**config.mk**
```make
export PLATFORM = sky130hd
export DESIGN_NAME = cacm_top
export DESIGN_NICKNAME = d
export VERILOG_FILES = /design/src/shared/cacm_pkg.sv /design/src/rtl/cacm_sync.sv /design/src/rtl/cacm_tick.sv /design/src/rtl/cacm_top.sv
export SDC_FILE = /design/constraint.sdc
export NUM_CORES = 1
export LEC_CHECK = 0
export BUFFER_PORTS_ARGS = -buffer_cell sky130_fd_sc_hd__buf_2
export CAP_MARGIN = 20
export CORE_MARGIN = 2
export CORE_UTILIZATION = 35
export DETAILED_ROUTE_END_ITERATION = 8
export PLACE_DENSITY = 0.53
export SLEW_MARGIN = 20
export SYNTH_ARGS = -nofsm -noshare
export SYNTH_HDL_FRONTEND = slang
export SYNTH_HIERARCHICAL = 1
export SYNTH_SLANG_ARGS = --single-unit
```
**constraint.sdc**
```tcl
create_clock -name sys_clk_i -period 6.6 [get_ports sys_clk_i]
set_clock_uncertainty 0.1 [all_clocks]
set_input_delay 0.66 -clock sys_clk_i [delete_from_list [all_inputs] [get_ports sys_clk_i]]
set_output_delay 0.66 -clock sys_clk_i [all_outputs]
set_load 0.005 [all_outputs]
```
**src/shared/cacm_pkg.sv**
```systemverilog
// Constants shared by the counter array compare module and its helpers.
// Assumes a 32-bit APB register bus with byte addresses on word boundaries.
package cacm_pkg;

  // Register byte addresses
  localparam logic [7:0] CACM_ADDR_CTRL     = 8'h00;
  localparam logic [7:0] CACM_ADDR_MODE     = 8'h04;
  localparam logic [7:0] CACM_ADDR_CMP_LOW  = 8'h08;
  localparam logic [7:0] CACM_ADDR_CMP_HIGH = 8'h0C;
  localparam logic [7:0] CACM_ADDR_COUNTER  = 8'h10;
  localparam logic [7:0] CACM_ADDR_STATUS   = 8'h14;
  localparam logic [7:0] CACM_ADDR_MASK     = 8'h18;
  localparam logic [7:0] CACM_ADDR_PIN      = 8'h1C;

  // Control register fields
  localparam int CACM_CTRL_RUN_BIT = 0;
  localparam int CACM_CTRL_SRC_LSB = 1;
  localparam int CACM_SRC_W        = 2;

  // Mode register fields
  localparam int CACM_MODE_PWM_BIT  = 1;
  localparam int CACM_MODE_TOG_BIT  = 2;
  localparam int CACM_MODE_MAT_BIT  = 3;
  localparam int CACM_MODE_ECOM_BIT = 6;
  localparam int CACM_MODE_WIDE_BIT = 7;
  localparam int CACM_MODE_W        = 8;

  // Status and mask fields (same layout)
  localparam int CACM_ST_MATCH_BIT = 0;
  localparam int CACM_ST_OVF_BIT   = 1;
  localparam int CACM_ST_W         = 2;

  // Counter clock sources
  localparam logic [1:0] CACM_SRC_SYS   = 2'h0;
  localparam logic [1:0] CACM_SRC_DIV4  = 2'h1;
  localparam logic [1:0] CACM_SRC_DIV12 = 2'h2;
  localparam logic [1:0] CACM_SRC_EXT   = 2'h3;
  localparam int         CACM_DIV4      = 4;
  localparam int         CACM_DIV12     = 12;
  localparam int         CACM_PRE_W     = 4;

  // Reset values and widths
  localparam int          CACM_CNT_W      = 16;
  localparam logic [15:0] CACM_CNT_MAX    = 16'hFFFF;
  localparam logic [15:0] CACM_CNT_ZERO   = 16'h0000;
  localparam logic [7:0]  CACM_BYTE_ZERO  = 8'h00;
  localparam logic [7:0]  CACM_MODE_RESET = 8'h00;
  localparam logic [31:0] CACM_DATA_ZERO  = 32'h0000_0000;

  // Operating modes decoded from the mode register
  typedef enum logic [1:0] {
    CACM_MODE_TIMER,
    CACM_MODE_FREQ,
    CACM_MODE_PWM16,
    CACM_MODE_IDLE
  } cacm_mode_type;

endpackage

```
**src/rtl/cacm_sync.sv**
```systemverilog
// Two-stage synchroniser for a level from outside the system clock domain.
// Assumes only the second stage is read by downstream logic.
`timescale 1ns/1ps
module cacm_sync (
  input  wire logic sys_clk_i,
  input  wire logic reset_n_i,
  input  wire logic async_i,
  output logic      sync_o
);

  logic stage1_reg;
  logic stage2_reg;

  // Two flops in series, first stage read only by the second
  always_ff @(posedge sys_clk_i or negedge reset_n_i) begin
    if (!reset_n_i) begin
      stage1_reg <= 1'b0;
      stage2_reg <= 1'b0;
    end else begin
      stage1_reg <= async_i;
      stage2_reg <= stage1_reg;
    end
  end

  assign sync_o = stage2_reg;

endmodule // cacm_sync

```
**src/rtl/cacm_tick.sv**
```systemverilog
// Counter clock selector: one-cycle advance pulses from the chosen source.
// Assumes the external count input is already synchronised.
`timescale 1ns/1ps
module cacm_tick
  import cacm_pkg::*;
(
  input  wire logic                  sys_clk_i,
  input  wire logic                  reset_n_i,
  input  wire logic                  run_i,
  input  wire logic [CACM_SRC_W-1:0] src_i,
  input  wire logic                  ext_sync_i,
  output logic                       tick_o
);

  logic [CACM_PRE_W-1:0] pre_reg;
  logic [CACM_PRE_W-1:0] pre_next;
  logic                  ext_prev_reg;
  logic                  ext_prev_next;
  logic [CACM_PRE_W-1:0] limit;

  // Prescaler and external edge detect
  always_comb begin
    limit         = (src_i == CACM_SRC_DIV4) ? CACM_PRE_W'(CACM_DIV4 - 1)
                                             : CACM_PRE_W'(CACM_DIV12 - 1);
    ext_prev_next = ext_sync_i;
    pre_next      = pre_reg;
    tick_o        = 1'b0;
    if (run_i) begin
      case (src_i)
        CACM_SRC_SYS: tick_o = 1'b1;
        CACM_SRC_EXT: tick_o = ext_sync_i & ~ext_prev_reg;
        default: begin
          if (pre_reg >= limit) begin
            pre_next = '0;
            tick_o   = 1'b1;
          end else begin
            pre_next = pre_reg + 1'b1;
          end
        end
      endcase
    end else begin
      pre_next = '0;
    end
  end

  always_ff @(posedge sys_clk_i or negedge reset_n_i) begin
    if (!reset_n_i) begin
      pre_reg      <= '0;
      ext_prev_reg <= 1'b0;
    end else begin
      pre_reg      <= pre_next;
      ext_prev_reg <= ext_prev_next;
    end
  end

endmodule // cacm_tick

```
**src/rtl/cacm_top.sv**
```systemverilog
// Counter array compare module: shared 16-bit counter, one compare channel
// with software timer, frequency output and 16-bit PWM modes, APB registers.
// Assumes an APB master on sys_clk_i and external logic on the module pin.
//
// Contract
// - Timer mode sets flag on counter equality
// - Flag requests interrupt, software clears it
// - Comparator plus flag enable select timer
// - Low write clears enable, high sets
// - Frequency mode toggles pin, advances low byte
// - High byte zero means 256 clocks
// - Comparator, toggle, PWM bits select frequency
// - Frequency mode flag on full equality
// - Wide PWM: high on match, low on overflow
// - Comparator, PWM, wide bits select PWM16
// - Wide PWM flag marks rising edge
// - Software updates compare on match interrupts
// - Duty equals 65536 minus compare over 65536
// - Cleared comparator in PWM drives zero
//
// Chosen here: the APB register port and the register offsets.
`timescale 1ns/1ps
module cacm_top
  import cacm_pkg::*;
(
  input  wire logic        sys_clk_i,
  input  wire logic        reset_n_i,
  input  wire logic        psel_i,
  input  wire logic        penable_i,
  input  wire logic        pwrite_i,
  input  wire logic [7:0]  paddr_i,
  input  wire logic [31:0] pwdata_i,
  output logic [31:0]      prdata_o,
  output logic             pready_o,
  output logic             pslverr_o,
  input  wire logic        ext_count_i,
  input  wire logic        module_io_pin_i,
  output logic             module_io_pin_o,
  output logic             module_io_pin_oe_o,
  output logic             irq_o
);

  logic                  run_reg;
  logic                  run_next;
  logic [CACM_SRC_W-1:0] clock_source_select_reg;
  logic [CACM_SRC_W-1:0] clock_source_select_next;
  logic [CACM_MODE_W-1:0] module_mode_reg;
  logic [CACM_MODE_W-1:0] module_mode_next;
  logic [7:0]            compare_low_byte_reg;
  logic [7:0]            compare_low_byte_next;
  logic [7:0]            compare_high_byte_reg;
  logic [7:0]            compare_high_byte_next;
  logic [CACM_CNT_W-1:0] count_reg;
  logic [CACM_CNT_W-1:0] count_next;
  logic                  fresh_reg;
  logic                  fresh_next;
  logic                  wrap_reg;
  logic                  wrap_next;
  logic [CACM_ST_W-1:0]  status_reg;
  logic [CACM_ST_W-1:0]  status_next;
  logic [CACM_ST_W-1:0]  mask_reg;
  logic [CACM_ST_W-1:0]  mask_next;
  logic                  pin_reg;
  logic                  pin_next;
  logic [31:0]           prdata_reg;
  logic [31:0]           prdata_next;

  logic                  tick;
  logic                  ext_sync;
  logic                  pin_sync;
  logic                  wr_en;
  logic                  setup;
  logic                  addr_ok;
  logic [CACM_ST_W-1:0]  events;
  logic                  overflow;
  logic                  full_match;
  logic                  low_match;
  logic                  comparator_enable;
  logic                  match_flag_enable;
  logic                  toggle_enable;
  logic                  pwm_enable;
  logic                  wide_pwm_select;
  logic [CACM_CNT_W-1:0] compare_value;
  cacm_mode_type         mode;

  // External count input enters through two flops
  cacm_sync u_ext_sync (
    .sys_clk_i (sys_clk_i),
    .reset_n_i (reset_n_i),
    .async_i   (ext_count_i),
    .sync_o    (ext_sync)
  );

  cacm_sync u_pin_sync (
    .sys_clk_i (sys_clk_i),
    .reset_n_i (reset_n_i),
    .async_i   (module_io_pin_i),
    .sync_o    (pin_sync)
  );

  // Counter advance pulses from the selected clock
  cacm_tick u_tick (
    .sys_clk_i  (sys_clk_i),
    .reset_n_i  (reset_n_i),
    .run_i      (run_reg),
    .src_i      (clock_source_select_reg),
    .ext_sync_i (ext_sync),
    .tick_o     (tick)
  );

  // Field decode of the mode register
  assign comparator_enable = module_mode_reg[CACM_MODE_ECOM_BIT];
  assign match_flag_enable = module_mode_reg[CACM_MODE_MAT_BIT];
  assign toggle_enable     = module_mode_reg[CACM_MODE_TOG_BIT];
  assign pwm_enable        = module_mode_reg[CACM_MODE_PWM_BIT];
  assign wide_pwm_select   = module_mode_reg[CACM_MODE_WIDE_BIT];
  assign compare_value     = {compare_high_byte_reg, compare_low_byte_reg};

  // Mode selection from the enable bits
  always_comb begin
    mode = CACM_MODE_IDLE;
    if (pwm_enable && wide_pwm_select) begin
      mode = CACM_MODE_PWM16;
    end else if (pwm_enable && toggle_enable) begin
      mode = CACM_MODE_FREQ;
    end else if (match_flag_enable) begin
      mode = CACM_MODE_TIMER;
    end
  end

  // Comparators look once at each new counter value
  // gated by comparator enable
  assign full_match = fresh_reg && comparator_enable && (count_reg == compare_value);
  assign low_match  = fresh_reg && comparator_enable &&
                      (count_reg[7:0] == compare_low_byte_reg);
  assign overflow   = tick && (count_reg == CACM_CNT_MAX);

  // APB decode; slave answers without wait states
  assign setup    = psel_i && !penable_i;
  assign wr_en    = psel_i && penable_i && pwrite_i && addr_ok;
  assign pready_o = 1'b1;
  assign prdata_o = prdata_reg;

  always_comb begin
    case (paddr_i)
      CACM_ADDR_CTRL, CACM_ADDR_MODE, CACM_ADDR_CMP_LOW, CACM_ADDR_CMP_HIGH,
      CACM_ADDR_COUNTER, CACM_ADDR_STATUS, CACM_ADDR_MASK,
      CACM_ADDR_PIN: addr_ok = 1'b1;
      default:       addr_ok = 1'b0;
    endcase
  end

  assign pslverr_o = psel_i && penable_i && !addr_ok;

  // Read data captured in the setup cycle
  always_comb begin
    prdata_next = prdata_reg;
    if (setup) begin
      case (paddr_i)
        CACM_ADDR_CTRL: prdata_next = 32'({clock_source_select_reg, run_reg});
        CACM_ADDR_MODE:     prdata_next = 32'(module_mode_reg);
        CACM_ADDR_CMP_LOW:  prdata_next = 32'(compare_low_byte_reg);
        CACM_ADDR_CMP_HIGH: prdata_next = 32'(compare_high_byte_reg);
        CACM_ADDR_COUNTER:  prdata_next = 32'(count_reg);
        CACM_ADDR_STATUS:   prdata_next = 32'(status_reg);
        CACM_ADDR_MASK:     prdata_next = 32'(mask_reg);
        CACM_ADDR_PIN:      prdata_next = 32'({pin_sync, pin_reg});
        default:            prdata_next = CACM_DATA_ZERO;
      endcase
    end
  end

  // Control, compare and counter registers
  always_comb begin
    run_next                 = run_reg;
    clock_source_select_next = clock_source_select_reg;
    module_mode_next         = module_mode_reg;
    compare_low_byte_next    = compare_low_byte_reg;
    compare_high_byte_next   = compare_high_byte_reg;
    mask_next                = mask_reg;
    fresh_next               = tick;
    wrap_next                = overflow; // Wrap seen in step with fresh
    count_next               = count_reg;
    if (tick) begin
      count_next = count_reg + 1'b1;
    end
    // low byte advances by high byte
    // high byte zero adds 256, low byte unchanged
    if (mode == CACM_MODE_FREQ && low_match) begin
      compare_low_byte_next = compare_low_byte_reg + compare_high_byte_reg;
    end
    if (wr_en) begin
      case (paddr_i)
        CACM_ADDR_CTRL: begin
          run_next                 = pwdata_i[CACM_CTRL_RUN_BIT];
          clock_source_select_next = pwdata_i[CACM_CTRL_SRC_LSB +: CACM_SRC_W];
        end
        CACM_ADDR_MODE: module_mode_next = pwdata_i[CACM_MODE_W-1:0];
        CACM_ADDR_CMP_LOW: begin
          compare_low_byte_next                = pwdata_i[7:0];
          module_mode_next[CACM_MODE_ECOM_BIT] = 1'b0;
        end
        CACM_ADDR_CMP_HIGH: begin
          compare_high_byte_next               = pwdata_i[7:0];
          module_mode_next[CACM_MODE_ECOM_BIT] = 1'b1;
        end
        CACM_ADDR_COUNTER: count_next = pwdata_i[CACM_CNT_W-1:0];
        CACM_ADDR_MASK:    mask_next  = pwdata_i[CACM_ST_W-1:0];
        default: ;
      endcase
    end
  end

  // Sticky status: events set, write-one clears, set wins
  always_comb begin
    events = '0;
    // full match with flag enable, in any mode but idle
    events[CACM_ST_MATCH_BIT] = full_match && match_flag_enable &&
                                (mode != CACM_MODE_IDLE);
    events[CACM_ST_OVF_BIT]   = overflow;
    status_next = status_reg;
    if (wr_en && paddr_i == CACM_ADDR_STATUS) begin
      status_next = status_reg & ~pwdata_i[CACM_ST_W-1:0];
    end
    status_next = status_next | events;
  end

  assign irq_o = |(status_reg & mask_reg);

  // Module pin behaviour per mode
  always_comb begin
    pin_next = pin_reg;
    case (mode)
      CACM_MODE_FREQ: begin
        if (low_match) begin
          pin_next = ~pin_reg;
        end
      end
      CACM_MODE_PWM16: begin
        if (!comparator_enable) begin
          pin_next = 1'b0;
        end else if (full_match) begin
          pin_next = 1'b1;
        // wrap seen with the match, match wins
        end else if (wrap_reg) begin
          pin_next = 1'b0;
        end
      end
      default: begin
        if (pwm_enable && !comparator_enable) begin
          pin_next = 1'b0;
        end
      end
    endcase
  end

  // Pin is driven only in the output modes
  assign module_io_pin_o    = pin_reg;
  assign module_io_pin_oe_o = (mode == CACM_MODE_FREQ) || (mode == CACM_MODE_PWM16);

  // State registers
  always_ff @(posedge sys_clk_i or negedge reset_n_i) begin
    if (!reset_n_i) begin
      run_reg                 <= 1'b0;
      clock_source_select_reg <= CACM_SRC_SYS;
      module_mode_reg         <= CACM_MODE_RESET;
      compare_low_byte_reg    <= CACM_BYTE_ZERO;
      compare_high_byte_reg   <= CACM_BYTE_ZERO;
      count_reg               <= CACM_CNT_ZERO;
      fresh_reg               <= 1'b0;
      wrap_reg                <= 1'b0;
      status_reg              <= '0;
      mask_reg                <= '0;
      pin_reg                 <= 1'b0;
      prdata_reg              <= CACM_DATA_ZERO;
    end else begin
      run_reg                 <= run_next;
      clock_source_select_reg <= clock_source_select_next;
      module_mode_reg         <= module_mode_next;
      compare_low_byte_reg    <= compare_low_byte_next;
      compare_high_byte_reg   <= compare_high_byte_next;
      count_reg               <= count_next;
      fresh_reg               <= fresh_next;
      wrap_reg                <= wrap_next;
      status_reg              <= status_next;
      mask_reg                <= mask_next;
      pin_reg                 <= pin_next;
      prdata_reg              <= prdata_next;
    end
  end

endmodule // cacm_top

```
==> reports/qor.csv <==
stage,metric,value,unit
global_routing,largest net degree at the start of global routing,76,
layout,design area,4970,um2
sta,Final min period,2.79,ns
drt,WL/cell,16.5,um
drt,vias,3300,
run_status,outcome,"finished, final reports clean",
floorplan,die area,13400,um2
logic_synthesis,Adder-Cell Fraction of Synth Area,4.19,%
worst_setup_path,critical path required time,5.84,ns
cts,clock sink count,75,
placement,Port Buffers,50,
logic_synthesis,Post-synth ARST share,100,%
worst_setup_path,crit end category,output port,
drt,# DRC,0,
global_routing,total gr overflow,0,
floorplan,Die H,116,um
logic_synthesis,Synth area leaders,"dfrtp_1, mux2_2, xnor2_1, nand2_1, ha_1",
global_routing,Global Route Usage Sum,17.0,%
worst_setup_path,R2R depth,9,
layout,area occupied by multi-input gates,2280,um2
layout,area delta synth->final,13.8,%
logic_synthesis,Post-Synth XOR/XNOR Area,6.62,%
drt,drt initial violations,166,
logic_synthesis,Post-Syn Area per Cell,10.1,um2
logic_synthesis,cell area after synthesis,4360,um2
logic_synthesis,sequential area share after synthesis,43.0,%
cts,CTS tree,built,
sta,final hold vios,0,
logic_synthesis,Yosys reg bits,75,
floorplan,area of the core,12100,um2
worst_setup_path,CP Class,in -> out,
flow_run,maxcap violations,0,
floorplan,initial core utilization,36.0,%
cts,CTS H-tree depth,3,
sta,setup TNS,0,ns
placement,Placed Instances,632,
worst_setup_path,CP most frequent cell,buf_2,
sta,Final Max Slew Viols,0,
floorplan,I/O Pins,84,
drt,DRT Wirelength,10.7,mm
logic_synthesis,Mapped Cells,433,
logic_synthesis,top-area cell type share of the netlist area,43.0,%
logic_synthesis,complex-gate fraction of the synthesized area,12.9,%
worst_setup_path,crit path cell chain,buf_2 > or4_4 > or2_2 > and3_1 > buf_2,
layout,layout cells sized above 1,21.9,%
worst_setup_path,Worst R2R Start,clock_source_select_reg[0],
logic_synthesis,simple-gate share of the synthesized area,16.5,%
logic_synthesis,Most used DFF post-synth,dfrtp_1,
pwr,PD cells,228,nW/um2
hold_path,Hold Crit Class,reg -> reg,
layout,final net count,536,
drt,ANT nets after route,0,
logic_synthesis,Post-synth EDFFs,0,
hold_path,Hold EP,u_ext_sync/sync_o,
placement,"Cell Area, Placed",4680,um2
worst_setup_path,slowest CP cell,or4_4,
layout,fill cell count,1188,
cts,# Post-CTS Setup Buffers,0,
placement,DP HPWL,7.83,mm
logic_synthesis,multiplexer share of the synthesized area,10.5,%
cts,clock tree buffer depth,2,
drt,vias per cell,5.09,
layout,"non-filler cells, final",648,
cts,total CTS buffers,9,
global_routing,initial antenna violation count,0,
floorplan,Core Rows,40,
hold_path,HP Start,u_ext_sync/stage1_reg,
worst_setup_path,CP max stage delay,0.55,ns
worst_setup_path,"delay-heaviest family, CP",simple AND/OR/NAND/NOR gates,
cts,clock latency on the worst-skew pair,0.34,ns
sta,worst slew pin tran,0.969,ns
cts,Post-CTS Resized,0,
logic_synthesis,main combinational cell family by area after synthesis,simple AND/OR/NAND/NOR gates,
layout,FF/Latch Area,1880,um2
placement,Final GP Congestion,0.793,
logic_synthesis,Cell variety after synth,64,
worst_setup_path,CP Max Fanout,11,
cts,CTS root buffer,clkbuf_16,
drt,1st-pass router iterations,4,
sta,final clock period utilization by the worst path,42.3,%
floorplan,die width,116,um
hold_path,hold path cells,0,
logic_synthesis,dominant cell type by area after synthesis,dfrtp_1,
cts,Worst-path clk slew,0.06,ns
layout,Inserted Diodes,0,
global_routing,vias in the first global route,3284,
cts,hold buffers post-CTS,0,
pwr,maximum VDD drop,0.0931,mV
sta,RSZ-0062 raised after global routing,false,
worst_setup_path,WP data arrival,2.03,ns
worst_setup_path,Reg2Reg Capture Point,status_reg[1],
worst_setup_path,Reg2Reg Setup Slack,3.82,ns
worst_setup_path,Buffers & Inverters on Critical Path,2,
worst_setup_path,startpoint types,input pin,
global_routing,first-pass GRT wire length,17.4,mm
pwr,leak pwr,2.24,nW
sta,Max Fclk,0.358,GHz
logic_synthesis,Yosys warning count,6,
sta,Slew HR,35.4,%
sta,final setup fails,0,
worst max path at each step:
stage	start	endpoint	slack (ns)	cells past startpoint
final	paddr_i[6]	pslverr_o	3.81	5
after global routing	paddr_i[3]	compare_low_byte_reg[7]	3.67	7
after CTS	paddr_i[6]	pslverr_o	3.80	5
after detailed placement	paddr_i[3]	compare_low_byte_reg[7]	3.48	7
after global placement	paddr_i[3]	compare_low_byte_reg[7]	3.50	7
after floorplan	paddr_i[6]	pslverr_o	4.02	4
synth_stat cells, types with 9 or more instances:
cell type,n
nor2b_1,9
ha_1,13
mux2i_1,12
nand2_1,46
o21ai_0,22
nor2_1,33
a22o_1,9
mux2_2,22
buf_4,17
inv_1,15
clkbuf_1,9
nand3_1,11
a21oi_1,13
xnor2_1,26
dfrtp_1,75
placed cells by master (no fill, tap or decap), types with 2 or more instances in the layout:
cell	n
mux4_2	4
o221a_2	2
nand4_1	8
nand3_1	11
clkbuf_16	9
o31ai_1	7
xor2_1	7
a21oi_1	13
conb_1	17
nor3_1	5
and3_1	7
nor2b_1	9
nor2_1	33
xnor2_1	26
mux2_2	22
inv_1	15
clkbuf_1	4
buf_4	2
buf_2	49
a22oi_1	6
nor4_4	2
nand2_1	46
mux2i_1	12
o22ai_1	2
a221oi_1	3
ha_1	13
o21ai_0	22
a22o_1	9
dfrtp_1	75
o21ai_1	4
cell families (layout without fill, tap and decap cells):
| kind of cell | count (synthesis) | after routing |
|---|---|---|
| other | 2 | 17 |
| AOI/OAI and AO/OA | 83 | 83 |
| DFF | 75 | 75 |
| buffers and inverters | 50 | 82 |
| and+or+nand+nor | 138 | 138 |
| xor gates and xnor gates | 33 | 33 |
| muxes | 38 | 38 |
| adders and majority gates | 14 | 14 |
per-layer routing:
metal / routed length, um / vias up / track usage [%]
li1: - / 1578 / -
met1: 5160 / 1624 / 24.0
met2: 4920 / 85 / 26.6
met3: 413 / 13 / 2.14
met4: 178 / 0 / 6.90
met5: 0 / - / 0
per-stage QoR:
stage	power [mW]	utilization [%]	worst slack (ns)	hold WS, ns
final	1.13	41.0	3.81	0.247
after global routing	1.18	41.0	3.67	0.252
after CTS	1.15	41.0	3.80	0.250
after detailed placement	0.656	38.6	3.48	0.237
after global placement	0.652	38.6	3.50	0.233
after floorplan	0.613	-	4.02	0.231
where the power goes:
group | total (mW) | switching (mW) | internal (mW)
clock network | 0.486 | 0.183 | 0.303
registers | 0.518 | 0.0349 | 0.483
logic | 0.130 | 0.0712 | 0.0583
area by class of cell:
cell class,count,area share (%)
Multi-Input combinational cell,323,45.8
Sequential cell,75,37.8
Tap cell,168,4.23
Clock inverter,2,0.705
Clock buffer,14,5.11
Inverter,15,1.13
Timing Repair Buffer,51,5.24
(Power assumes the default switching activity.)
